`src/msc_pkg.sv`:
```
// Shared constants, encodings and types of the meter supervisory controller
package msc_pkg;
	// Data widths
	localparam int unsigned ENERGY_W = 24;
	localparam int unsigned COEF_W   = 24;
	localparam int unsigned PROD_W   = ENERGY_W + COEF_W;
	localparam int unsigned TOTAL_W  = 88;
	// Serial memory commands
	localparam logic [7:0] EE_CMD_READ  = 8'h03;
	localparam logic [7:0] EE_CMD_WRITE = 8'h02;
	localparam logic [7:0] EE_CMD_WREN  = 8'h06;
	// Memory pages: energy, metering settings, coefficient
	localparam logic [7:0] EE_PAGE1_BASE = 8'h00;
	localparam logic [7:0] EE_PAGE2_BASE = 8'h10;
	localparam logic [7:0] EE_PAGE3_BASE = 8'h20;
	// Metering device register map
	localparam logic [7:0] MTR_WR_FLAG     = 8'h80;
	localparam logic [7:0] MTR_IRQ_EN_ADDR = 8'h10;
	localparam logic [7:0] MTR_ENERGY_ADDR = 8'h02;
	localparam logic [7:0] MTR_CFG_BASE    = 8'h00;
	localparam logic [7:0] MTR_BO_IRQ_MASK = 8'h10;
	// Load walk indexes over the three pages
	localparam logic [4:0] IDX_CFG_FIRST  = 5'h0B;
	localparam logic [4:0] IDX_COEF_FIRST = 5'h1B;
	localparam logic [4:0] IDX_LAST       = 5'h1D;
	localparam logic [3:0] CFG_NA_SUB     = 4'h4;
	localparam logic [3:0] CFG_IRQEN_SUB  = 4'hB;
	// Frame lengths in bytes
	localparam logic [3:0] LEN_EE_RD  = 4'h3;
	localparam logic [3:0] LEN_MTR_WR = 4'h2;
	localparam logic [3:0] LEN_WREN   = 4'h1;
	localparam logic [3:0] LEN_SV_WR  = 4'hD;
	localparam logic [3:0] LEN_SMP    = 4'h4;
	localparam logic [3:0] BYTE_DATA0 = 4'h2;
	// SPI timing
	localparam int unsigned SPI_HALF_CYC = 4;
	localparam logic DEV_METER = 1'h0;
	localparam logic DEV_EE    = 1'h1;
	// Default sample period in cycles (1 s at 250 MHz)
	localparam int unsigned SAMPLE_PERIOD_CYC = 250000000;

	typedef enum logic [3:0] {
		ST_INIT    = 4'h0,
		ST_PORTS   = 4'h1,
		ST_MODE    = 4'h2,
		ST_CAL     = 4'h3,
		ST_CLEAR   = 4'h4,
		ST_EE_RD   = 4'h5,
		ST_MTR_WR  = 4'h6,
		ST_TMR_EN  = 4'h7,
		ST_IDLE    = 4'h8,
		ST_SV_WREN = 4'h9,
		ST_SV_WR   = 4'hA,
		ST_SMP_RD  = 4'hB,
		ST_SMP_ADD = 4'hC
	} msc_state_t;

	typedef enum logic [1:0] {
		MSG_NONE   = 2'h0,
		MSG_CAL    = 2'h1,
		MSG_ENERGY = 2'h2
	} msc_msg_t;
endpackage

```
`src/msc_spi_if.sv`:
```
// Byte request channel between the sequencer and the SPI engine
`timescale 1ns/1ps
interface msc_spi_if;
	logic       req;
	logic [7:0] tx;
	logic       last;
	logic       sel;
	logic       busy;
	logic       done;
	logic [7:0] rx;
	modport ctrl   (output req, tx, last, sel, input busy, done, rx);
	modport engine (input req, tx, last, sel, output busy, done, rx);
endinterface

```
`src/msc_meter_supervisor.sv`:
```
// Supervisory sequencer: start-up, settings load, brownout save, energy sampling
`timescale 1ns/1ps
// What this block does
// - Initialise, then wait idle for interrupts
// - Leave idle only on interrupt, then return
// - Set up display, SPI, serial ports first
// - Low select means calibration, high means normal
// - Calibration mode tri-states all SPI outputs
// - Calibration mode shows its message on display
// - Normal mode clears registers, loads stored settings
// - After loading, enable timer, then go idle
// - Only brownout and timer interrupts are serviced
// - Brownout enabled through meter register 10H
// - Falling meter interrupt runs energy save
// - Energy save finishes in bounded short time
// - Timer interrupt at programmed period sets sampling
// - Sample read, scaled by coefficient, displayed
// - Creep filter on: small sample discarded
// - Samples below creep threshold stay out
// - Pages hold energy, settings, coefficient
module msc_meter_supervisor #(
	parameter int unsigned SAMPLE_PERIOD = msc_pkg::SAMPLE_PERIOD_CYC,
	parameter int unsigned SPI_HALF      = msc_pkg::SPI_HALF_CYC
) (
	input  wire logic                           CLK,
	input  wire logic                           SRST,
	input  wire logic                           CE,
	input  wire logic                           CALIBRATION_SELECT_N,
	input  wire logic                           EXTERNAL_INTERRUPT_INPUT_N,
	input  wire logic                           CREEP_EN,
	input  wire logic [msc_pkg::ENERGY_W-1:0]   CREEP_THRESHOLD,
	input  wire logic                           SPI_MISO,
	output logic                                SPI_SCLK,
	output logic                                SPI_SCLK_OE,
	output logic                                SPI_MOSI,
	output logic                                SPI_MOSI_OE,
	output logic                                CS_METER_N,
	output logic                                CS_METER_N_OE,
	output logic                                CS_EEPROM_N,
	output logic                                CS_EEPROM_N_OE,
	output logic [msc_pkg::TOTAL_W-1:0]         DISP_VALUE,
	output msc_pkg::msc_msg_t                   DISP_MSG,
	output logic                                DISP_WR,
	output logic                                MODE_CAL,
	output logic                                IDLE
);
	import msc_pkg::*;

	localparam logic [31:0] PERIOD_M1 = 32'(SAMPLE_PERIOD - 1);

	msc_spi_if spi_bus ();

	msc_state_t          state_ff, nxt_state;
	logic [4:0]          idx_ff;
	logic [3:0]          byte_ff;
	logic                wait_ff, req_ff, last_ff, sel_ff, oe_ff;
	logic [7:0]          tx_ff, data_ff;
	logic [TOTAL_W-1:0]  total_ff;
	logic [COEF_W-1:0]   coef_ff;
	logic [ENERGY_W-1:0] sample_ff;
	logic [31:0]         tmr_cnt_ff;
	logic                tmr_en_ff, bo_armed_ff, irq_prev_ff, bo_pend_ff, tm_pend_ff;
	logic                frame_st, issue, frame_end, is_last, brownout_evt, tmr_hit;
	logic                bo_clr, tm_clr, discard;
	logic [3:0]          cfg_sub;
	logic [PROD_W-1:0]   product;

	////////////////////////////////////////////////////////////////////////
	// Frame helpers: lengths, memory addresses and byte contents
	function automatic logic [3:0] frame_len(input msc_state_t st);
		case (st)
			ST_EE_RD:   frame_len = LEN_EE_RD;
			ST_MTR_WR:  frame_len = LEN_MTR_WR;
			ST_SV_WREN: frame_len = LEN_WREN;
			ST_SV_WR:   frame_len = LEN_SV_WR;
			ST_SMP_RD:  frame_len = LEN_SMP;
			default:    frame_len = 4'h0;
		endcase
	endfunction

	function automatic logic [7:0] ee_addr(input logic [4:0] idx);
		if (idx < IDX_CFG_FIRST)
			ee_addr = EE_PAGE1_BASE + {3'h0, idx};
		else if (idx < IDX_COEF_FIRST)
			ee_addr = EE_PAGE2_BASE + {3'h0, 5'(idx - IDX_CFG_FIRST)};
		else
			ee_addr = EE_PAGE3_BASE + {3'h0, 5'(idx - IDX_COEF_FIRST)};
	endfunction

	function automatic logic [7:0] frame_byte(input msc_state_t st, input logic [3:0] b,
			input logic [4:0] idx, input logic [3:0] sub, input logic [7:0] data,
			input logic [TOTAL_W-1:0] total);
		frame_byte = 8'h00;
		case (st)
			ST_EE_RD:   frame_byte = (b == 4'h0) ? EE_CMD_READ : (b == 4'h1) ? ee_addr(idx) : 8'h00;
			// interrupt enable lands at 10H with brownout bit set
			ST_MTR_WR:  if (sub == CFG_IRQEN_SUB)
					frame_byte = (b == 4'h0) ? (MTR_WR_FLAG | MTR_IRQ_EN_ADDR) : (data | MTR_BO_IRQ_MASK);
				else
					frame_byte = (b == 4'h0) ? (MTR_WR_FLAG | (MTR_CFG_BASE + {4'h0, sub})) : data;
			ST_SV_WREN: frame_byte = EE_CMD_WREN;
			ST_SV_WR:   if (b == 4'h0)
					frame_byte = EE_CMD_WRITE;
				else if (b == 4'h1)
					frame_byte = EE_PAGE1_BASE;
				else
					frame_byte = total[8*(int'(b) - int'(BYTE_DATA0)) +: 8];
			ST_SMP_RD:  frame_byte = (b == 4'h0) ? MTR_ENERGY_ADDR : 8'h00;
			default:    frame_byte = 8'h00;
		endcase
	endfunction

	assign cfg_sub   = 4'(idx_ff - IDX_CFG_FIRST);
	assign frame_st  = (frame_len(state_ff) != 4'h0);
	assign is_last   = (byte_ff == 4'(frame_len(state_ff) - 4'h1));
	assign issue     = frame_st && !wait_ff && !spi_bus.busy;
	assign frame_end = spi_bus.done && last_ff;
	assign product   = sample_ff * coef_ff;
	assign discard   = CREEP_EN && (sample_ff < CREEP_THRESHOLD);

	////////////////////////////////////////////////////////////////////////
	// Byte requests to the SPI engine; one outstanding byte at a time
	always_ff @(posedge CLK) begin
		if (SRST) begin
			req_ff  <= 1'h0;
			wait_ff <= 1'h0;
			tx_ff   <= '0;
			last_ff <= 1'h0;
			sel_ff  <= DEV_METER;
			byte_ff <= '0;
		end else if (CE) begin
			req_ff <= issue;
			if (issue) begin
				wait_ff <= 1'h1;
				tx_ff   <= frame_byte(state_ff, byte_ff, idx_ff, cfg_sub, data_ff, total_ff);
				last_ff <= is_last;
				sel_ff  <= (state_ff == ST_MTR_WR || state_ff == ST_SMP_RD) ? DEV_METER : DEV_EE;
			end else if (spi_bus.done) begin
				wait_ff <= 1'h0;
				byte_ff <= last_ff ? 4'h0 : byte_ff + 4'h1;
			end
		end
	end

	assign spi_bus.req  = req_ff;
	assign spi_bus.tx   = tx_ff;
	assign spi_bus.last = last_ff;
	assign spi_bus.sel  = sel_ff;

	msc_spi_engine #(.HALF(SPI_HALF)) u_spi (
		.clk        (CLK),
		.srst       (SRST),
		.ce         (CE),
		.bus        (spi_bus.engine),
		.miso       (SPI_MISO),
		.sclk       (SPI_SCLK),
		.mosi       (SPI_MOSI),
		.cs_meter_n (CS_METER_N),
		.cs_ee_n    (CS_EEPROM_N)
	);

	////////////////////////////////////////////////////////////////////////
	// Sequencer
	always_comb begin
		nxt_state = state_ff;
		unique case (state_ff)
			ST_INIT:    nxt_state = ST_PORTS;
			ST_PORTS:   nxt_state = ST_MODE;
			ST_MODE:    nxt_state = CALIBRATION_SELECT_N ? ST_CLEAR : ST_CAL;
			ST_CAL:     nxt_state = ST_CAL;
			ST_CLEAR:   nxt_state = ST_EE_RD;
			ST_EE_RD:   if (frame_end) begin
					if (idx_ff >= IDX_CFG_FIRST && idx_ff < IDX_COEF_FIRST && cfg_sub != CFG_NA_SUB)
						nxt_state = ST_MTR_WR;
					else if (idx_ff == IDX_LAST)
						nxt_state = ST_TMR_EN;
				end
			ST_MTR_WR:  if (frame_end) nxt_state = ST_EE_RD;
			ST_TMR_EN:  nxt_state = ST_IDLE;
			// leave idle only for a pending interrupt
			ST_IDLE:    if (bo_pend_ff) nxt_state = ST_SV_WREN;
				else if (tm_pend_ff) nxt_state = ST_SMP_RD;
			// save is two short frames with no busy polling
			ST_SV_WREN: if (frame_end) nxt_state = ST_SV_WR;
			ST_SV_WR:   if (frame_end) nxt_state = ST_IDLE;
			ST_SMP_RD:  if (frame_end) nxt_state = ST_SMP_ADD;
			ST_SMP_ADD: nxt_state = ST_IDLE;
			default:    nxt_state = ST_INIT;
		endcase
	end

	always_ff @(posedge CLK) begin
		if (SRST) begin
			state_ff <= ST_INIT;
			idx_ff   <= '0;
		end else if (CE) begin
			state_ff <= nxt_state;
			if (state_ff == ST_CLEAR)
				idx_ff <= '0;
			else if (frame_end && (state_ff == ST_MTR_WR ||
					(state_ff == ST_EE_RD && nxt_state != ST_MTR_WR)))
				idx_ff <= idx_ff + 5'h01;
		end
	end

	////////////////////////////////////////////////////////////////////////
	// Mode, pin drive and status; the display bus keeps driving in calibration
	always_ff @(posedge CLK) begin
		if (SRST) begin
			oe_ff    <= 1'h0;
			MODE_CAL <= 1'h0;
			IDLE     <= 1'h0;
		end else if (CE) begin
			// SPI pins taken in port setup
			if (state_ff == ST_PORTS)
				oe_ff <= 1'h1;
			// release the bus to the calibrator
			else if (nxt_state == ST_CAL)
				oe_ff <= 1'h0;
			MODE_CAL <= (nxt_state == ST_CAL);
			// idle flag mirrors the wait state
			IDLE <= (nxt_state == ST_IDLE);
		end
	end

	assign SPI_SCLK_OE    = oe_ff;
	assign SPI_MOSI_OE    = oe_ff;
	assign CS_METER_N_OE  = oe_ff;
	assign CS_EEPROM_N_OE = oe_ff;

	////////////////////////////////////////////////////////////////////////
	// Interrupt sources; a new event wins over the clear in the same cycle
	assign brownout_evt = bo_armed_ff && irq_prev_ff && !EXTERNAL_INTERRUPT_INPUT_N;
	assign tmr_hit      = tmr_en_ff && (tmr_cnt_ff == PERIOD_M1);
	assign bo_clr       = (state_ff == ST_IDLE) && bo_pend_ff;
	// timer waits while a brownout is pending
	assign tm_clr       = (state_ff == ST_IDLE) && tm_pend_ff && !bo_pend_ff;

	// brownout line and internal timer only
	always_ff @(posedge CLK) begin
		if (SRST) begin
			irq_prev_ff <= 1'h1;
			bo_pend_ff  <= 1'h0;
			tm_pend_ff  <= 1'h0;
			bo_armed_ff <= 1'h0;
			tmr_en_ff   <= 1'h0;
			tmr_cnt_ff  <= '0;
		end else if (CE) begin
			irq_prev_ff <= EXTERNAL_INTERRUPT_INPUT_N;
			// falling edge requests the energy save
			bo_pend_ff  <= brownout_evt || (bo_pend_ff && !bo_clr);
			tm_pend_ff  <= tmr_hit || (tm_pend_ff && !tm_clr);
			// armed once 10H has been written
			if (state_ff == ST_MTR_WR && frame_end && cfg_sub == CFG_IRQEN_SUB)
				bo_armed_ff <= 1'h1;
			if (state_ff == ST_TMR_EN)
				tmr_en_ff <= 1'h1;
			if (tmr_en_ff)
				tmr_cnt_ff <= tmr_hit ? '0 : tmr_cnt_ff + 32'h1;
		end
	end

	////////////////////////////////////////////////////////////////////////
	// Working registers; energy total is kept in scaled units
	always_ff @(posedge CLK) begin
		if (SRST) begin
			total_ff  <= '0;
			coef_ff   <= '0;
			sample_ff <= '0;
			data_ff   <= '0;
		end else if (CE) begin
			if (state_ff == ST_INIT || state_ff == ST_CLEAR) begin
				total_ff  <= '0;
				coef_ff   <= '0;
				sample_ff <= '0;
				data_ff   <= '0;
			end else if (state_ff == ST_EE_RD && frame_end) begin
				if (idx_ff < IDX_CFG_FIRST)
					total_ff[8*idx_ff +: 8] <= spi_bus.rx;
				else if (idx_ff < IDX_COEF_FIRST)
					data_ff <= spi_bus.rx;
				else
					coef_ff[8*(idx_ff - IDX_COEF_FIRST) +: 8] <= spi_bus.rx;
			end else if (state_ff == ST_SMP_RD && spi_bus.done && byte_ff != 4'h0) begin
				// energy arrives most significant byte first
				sample_ff <= {sample_ff[ENERGY_W-9:0], spi_bus.rx};
			end else if (state_ff == ST_SMP_ADD && !discard) begin
				// with the creep filter on, only samples at or above the threshold count
				total_ff <= total_ff + {{(TOTAL_W-PROD_W){1'h0}}, product};
			end
		end
	end

	// Display follows the total after each sample, or the calibration message
	always_ff @(posedge CLK) begin
		if (SRST) begin
			DISP_VALUE <= '0;
			DISP_MSG   <= MSG_NONE;
			DISP_WR    <= 1'h0;
		end else if (CE) begin
			DISP_WR <= 1'h0;
			if (state_ff == ST_MODE && nxt_state == ST_CAL) begin
				DISP_MSG <= MSG_CAL;
				DISP_WR  <= 1'h1;
			end else if (state_ff == ST_SMP_ADD) begin
				DISP_VALUE <= discard ? total_ff : total_ff + {{(TOTAL_W-PROD_W){1'h0}}, product};
				DISP_MSG   <= MSG_ENERGY;
				DISP_WR    <= 1'h1;
			end
		end
	end

	////////////////////////////////////////////////////////////////////////
	// Checks
	localparam int SAVE_MAX = 14 * (16 * SPI_HALF + 6) + 8;
	logic [15:0] save_cnt_ff;
	always_ff @(posedge CLK) begin
		if (SRST || state_ff == ST_IDLE)
			save_cnt_ff <= '0;
		else if (CE && (state_ff == ST_SV_WREN || state_ff == ST_SV_WR))
			save_cnt_ff <= save_cnt_ff + 16'h1;
	end
endmodule

```
`src/msc_spi_engine.sv`:
```
// SPI mode-0 byte engine with chip select held across a frame
`timescale 1ns/1ps
module msc_spi_engine #(
	parameter int unsigned HALF = msc_pkg::SPI_HALF_CYC
) (
	input  wire logic    clk,
	input  wire logic    srst,
	input  wire logic    ce,
	msc_spi_if.engine    bus,
	input  wire logic    miso,
	output logic         sclk,
	output logic         mosi,
	output logic         cs_meter_n,
	output logic         cs_ee_n
);
	import msc_pkg::*;

	localparam logic [7:0] HALF_M1 = 8'(HALF - 1);
	localparam logic [2:0] BIT_LAST = 3'h7;

	logic [7:0] hc_ff;
	logic [2:0] bit_ff;
	logic       phase_ff;
	logic       active_ff;
	logic       last_ff;
	logic       done_ff;
	logic [7:0] sh_ff;

	assign bus.busy = active_ff;
	assign bus.done = done_ff;
	assign bus.rx   = sh_ff;

	////////////////////////////////////////////////////////////////////////
	// Shifter: MISO sampled on the rising edge, MOSI changes on the falling
	always_ff @(posedge clk) begin
		if (srst) begin
			hc_ff      <= '0;
			bit_ff     <= '0;
			phase_ff   <= 1'h0;
			active_ff  <= 1'h0;
			last_ff    <= 1'h0;
			done_ff    <= 1'h0;
			sh_ff      <= '0;
			sclk       <= 1'h0;
			mosi       <= 1'h0;
			cs_meter_n <= 1'h1;
			cs_ee_n    <= 1'h1;
		end else if (ce) begin
			done_ff <= 1'h0;
			if (!active_ff) begin
				if (bus.req) begin
					active_ff  <= 1'h1;
					sh_ff      <= bus.tx;
					mosi       <= bus.tx[7];
					last_ff    <= bus.last;
					hc_ff      <= '0;
					bit_ff     <= '0;
					phase_ff   <= 1'h0;
					cs_meter_n <= (bus.sel != DEV_METER);
					cs_ee_n    <= (bus.sel != DEV_EE);
				end
			end else if (hc_ff == HALF_M1) begin
				hc_ff <= '0;
				if (!phase_ff) begin
					sclk     <= 1'h1;
					sh_ff    <= {sh_ff[6:0], miso};
					phase_ff <= 1'h1;
				end else begin
					sclk     <= 1'h0;
					phase_ff <= 1'h0;
					mosi     <= sh_ff[7];
					if (bit_ff == BIT_LAST) begin
						active_ff <= 1'h0;
						done_ff   <= 1'h1;
						// Select released only after the last byte of a frame
						if (last_ff) begin
							cs_meter_n <= 1'h1;
							cs_ee_n    <= 1'h1;
						end
					end else begin
						bit_ff <= bit_ff + 3'h1;
					end
				end
			end else begin
				hc_ff <= hc_ff + 8'h01;
			end
		end
	end
endmodule

```
`config.mk`:
```
export PLATFORM = sky130hd
export DESIGN_NAME = msc_meter_supervisor
export DESIGN_NICKNAME = d
export VERILOG_FILES = /design/src/msc_pkg.sv /design/src/msc_spi_if.sv /design/src/msc_meter_supervisor.sv /design/src/msc_spi_engine.sv
export SDC_FILE = /design/constraint.sdc
export NUM_CORES = 2
export LEC_CHECK = 0
export BUFFER_PORTS_ARGS = -buffer_cell sky130_fd_sc_hd__buf_2
export CELL_PAD_IN_SITES_DETAIL_PLACEMENT = 2
export CELL_PAD_IN_SITES_GLOBAL_PLACEMENT = 2
export CORE_MARGIN = 5
export CORE_UTILIZATION = 43
export CTS_BUF_LIST = sky130_fd_sc_hd__clkbuf_16
export DETAILED_ROUTE_END_ITERATION = 6
export PLACE_DENSITY_LB_ADDON = 0.1
export SLEW_MARGIN = 10
export SYNTH_ARGS = -nofsm -noshare
export SYNTH_HDL_FRONTEND = slang
export SYNTH_SLANG_ARGS = --single-unit
```
`constraint.sdc`:
```
create_clock -name CLK -period 19.4 [get_ports CLK]
set_input_delay 3.88 -clock CLK [delete_from_list [all_inputs] [get_ports CLK]]
set_output_delay 3.88 -clock CLK [all_outputs]
set_load 0.1 [all_outputs]
```
==> impl_metrics.yaml <==
critical_path:
  slowest_delay_ns: 1.14
  worst_setup_path_end_kind: "register"
  crit_path_cell_trace: "nand2_1 > fa_1 > inv_1 > fa_1 > inv_1 > fa_1 > inv_1 > fa_1 > inv_1 > fa_1 > fa_1 > inv_1 > fa_1 > ha_1 > a21oi_1 > o21ai_0 > a31oi_1 > o2111ai_1 > a22o_1 > a21oi_2 > nor3_1 > xnor2_1 > a211oi_1"
  crit_family: "adder cells"
  cp_slowest_cell: "dfxtp_1"
  path_max_fanout: 27
  regToRegEndpoint: "DISP_VALUE[78]"
  setup.worst_path.start_class: "register"
  reg2reg_slack_ns: 10.29
  worstSetupPathType: "reg -> reg"
  worst_ep_required_time_ns: 19.90
  reg2reg_depth: 23
  arrival_ns: 9.61
  r2r-start: "sample_ff[7]"
  crit_top_cell: "fa_1"
  cp_num_buf_inv: 5
timing:
  report.final.slew_viol_count: 0
  rsz0062_at_grt: "no"
  setup_tns_ns: 0
  finalSetupViolations: 0
  fin_ws_ns: 10.29
  clock.fmax_mhz: 110
  hold_viol_final: 0
  fin_crit_ns: 9.11
  timing.slew.headroom: 0.160
  fin_crit_sh: 0.470
  worstMarginPinSlew_ns: 1.26
  clock_skew_ns: 0.0256
  hold_slack_ns: 0.456
clock_tree:
  ctsHoldBuffers: 0
  cts_tree: "done"
  post_cts_buffers: 0
  cts_resized: 0
  path_clk_slew_ns: 0.06
  cts_sinks: 327
  cts_buffers: 43
  clock_latency_ns: 0.61
  root_buffer: "clkbuf_16"
  cts_max_level: 2
  clk_path_buf_depth: 3
routing:
  wl_per_cell_um: 28.4
  final_antenna_net_count: 0
  drt-pass1-iter-count: 7
  route.detailed.drc: 0
  avgViaCountPerCell: 6.09
  drt-total-wl_mm: 168
  vias: 35900
  drt_iter0_markers: 2360
logic_synthesis:
  synth_cell_type_count: 110
  syn_nets: 5561
  synth_edf_count: 0
  syn_inst: 4772
  synth_xor_area_frac: 0.0267
  synth_area_mm2: 0.0393
  avgSynthCellArea_um2: 8.24
  ys.flop_type: "dfxtp_1"
  synth_top_family_by_area: "adder cells"
  synthAdderAreaFrac: 0.343
  synth_simple_gate_area_share: 0.201
  ys_seq_area_frac: 0.167
  yosysWarnings: 0
  synth-async-reset-ratio: 0
  synth_compound_area_frac: 0.149
  ys_ff_latch: 327
  synth.area.mux_share: 0.0172
layout:
  nNetsFinal: 5480
  final_cell_mix: "nand2_1 (696), inv_1 (649), fa_1 (530), dfxtp_1 (325), nor2_1 (290)"
  syn_to_final_growth_pct: 7.05
  finish.utilization: 0.465
  mostFrequentLayoutCell: "nand2_1"
  drive_gt1_frac: 0.0794
power:
  vdd_drop_max_mv: 0.0669
  leakagePower_nw: 18.2
  pwr_density_cell_mw_per_mm2: 42.5
global_routing:
  overflow: 0
  grt_pass1_vias: 40700
  grt_pass1_wl_mm: 258
  grt_antenna_before_repair: 5
  grt_use_total: 0.340
  grt_max_degree: 85
status:
  status: "completed"
die:
  start_util: 0.435
  row_count: 110
  die_w_um: 312
  die_h_um: 312
  ios: 132
  die_area_mm2: 0.0976
  core_area_mm2: 0.0904
place:
  io_buffers: 131
  hpwl_mm: 127
  pre_cts_ws_ns: 10.58
  gp_congestion: 0.901
run:
  drv_cap: 0
hold_path:
  holdPathEnd: "DISP_MSG[0]"
  holdPathStages: 2
  hold_class: "reg -> reg"
  min_from: "DISP_MSG[0]"
## synthesized netlist by cell type (9+ instances only)
library cell | instances | area [um^2]
dfxtp_1 | 327 | 6550
o21bai_1 | 11 | 82.6
o21a_1 | 20 | 150
nor4_1 | 17 | 106
o211ai_1 | 30 | 225
nor2b_1 | 19 | 119
clkbuf_1 | 245 | 920
or3_1 | 25 | 156
a311oi_1 | 20 | 175
a32o_1 | 12 | 120
xor2_1 | 57 | 499
o21ai_1 | 9 | 45.0
nand3_1 | 118 | 591
buf_1 | 19 | 71.3
nand2b_1 | 18 | 113
nand2_1 | 696 | 2610
o21ai_0 | 164 | 821
o2111ai_1 | 9 | 78.8
nor3_1 | 82 | 410
nand4_1 | 66 | 413
and2_1 | 232 | 1450
xnor2_1 | 63 | 552
and3_1 | 35 | 219
a32oi_1 | 9 | 78.8
or2_2 | 10 | 62.6
a31oi_1 | 63 | 394
o31ai_1 | 13 | 97.6
or4_1 | 10 | 75.1
fa_1 | 530 | 10600
a221oi_1 | 20 | 175
ha_1 | 228 | 2850
buf_2 | 56 | 280
inv_1 | 642 | 2410
a22oi_1 | 35 | 263
mux4_2 | 16 | 360
a22o_1 | 15 | 131
a211oi_1 | 59 | 443
a21oi_1 | 237 | 1190
nor2_1 | 292 | 1100
a21o_1 | 31 | 233
o22ai_1 | 9 | 56.3
mux2i_1 | 26 | 260
## state kept, by name, indices dropped and copies added (netlist names), 2 cells and up
signal        flops
DISP_VALUE       88
total_ff         88
tmr_cnt_ff       32
coef_ff          24
sample_ff        24
data_ff           8
spi_bus.tx        8
u_spi.bus.rx      8
u_spi.hc_ff       8
idx_ff            5
byte_ff           4
state_ff          4
u_spi.bit_ff      3
DISP_MSG          2
## kinds of logic after synthesis
logic type,count (synthesis)
XOR/XNOR,120
flip-flops,327
adder cells (fa/ha/maj),758
AND/OR/NAND/NOR,1673
AO/OA/AOI/OAI,870
buffers and inverters,977
multiplexers,47
## metrics by stage
stage / instances / area, um^2 / power, mW
after floorplan: 4772 / 39300 / 0.869
after global placement: 5822 / 40700 / 0.952
after detailed placement: 5822 / 40700 / 0.962
after CTS: 5901 / 42100 / 1.80
after global routing: 5901 / 42100 / 1.85
final: 5902 / 42100 / 1.79
## per-layer routing
layer / part of all wire / wire, um / track usage / vias up
met3: 0.065 / 10900 / 0.0561 / 404
li1: - / - / - / 15500
met4: 0.048 / 7970 / 0.135 / 6
met1: 0.40 / 67500 / 0.429 / 18800
met5: 0.00037 / 62 / 0 / -
met2: 0.48 / 81100 / 0.585 / 1277
## tightest hold or removal path, stage by stage (launching register included)
cell	delay [ns]
dfxtp_1	0.31
nand2_1	0.05
a21oi_1	0.05
## power by group
part	internal (mW)	total [mW]	switching, mW
combinational	0.0669	0.241	0.174
clock	0.474	0.833	0.359
sequential	0.684	0.714	0.0306
total	1.22	1.79	0.564
## area by class of cell
| type | count | area, um^2 |
|---|---|---|
| fill | 10200 | 48300 |
| antenna | 1 | 2.50 |
| sequential | 327 | 6550 |
| multi-input combinational | 3468 | 29000 |
| timing repair buffer | 208 | 1240 |
| clock buffer | 43 | 1080 |
| tap | 1176 | 1470 |
| clock inverter | 36 | 339 |
| inverter | 643 | 2410 |
## worst max-delay path by stage
stage,depth (start not counted),endpoint,slack (ns),startpoint
3_3_place_gp,22,total_ff[80],10.95,coef_ff[23]
4_1_cts,23,DISP_VALUE[62],10.45,sample_ff[7]
3_5_place_dp,23,DISP_VALUE[54],10.58,sample_ff[7]
2_1_floorplan,26,total_ff[83],12.42,sample_ff[12]
6_report,23,DISP_VALUE[78],10.29,sample_ff[7]
5_1_grt,21,DISP_VALUE[62],10.13,coef_ff[5]
Note: power is estimated with default switching activity, not from simulation.
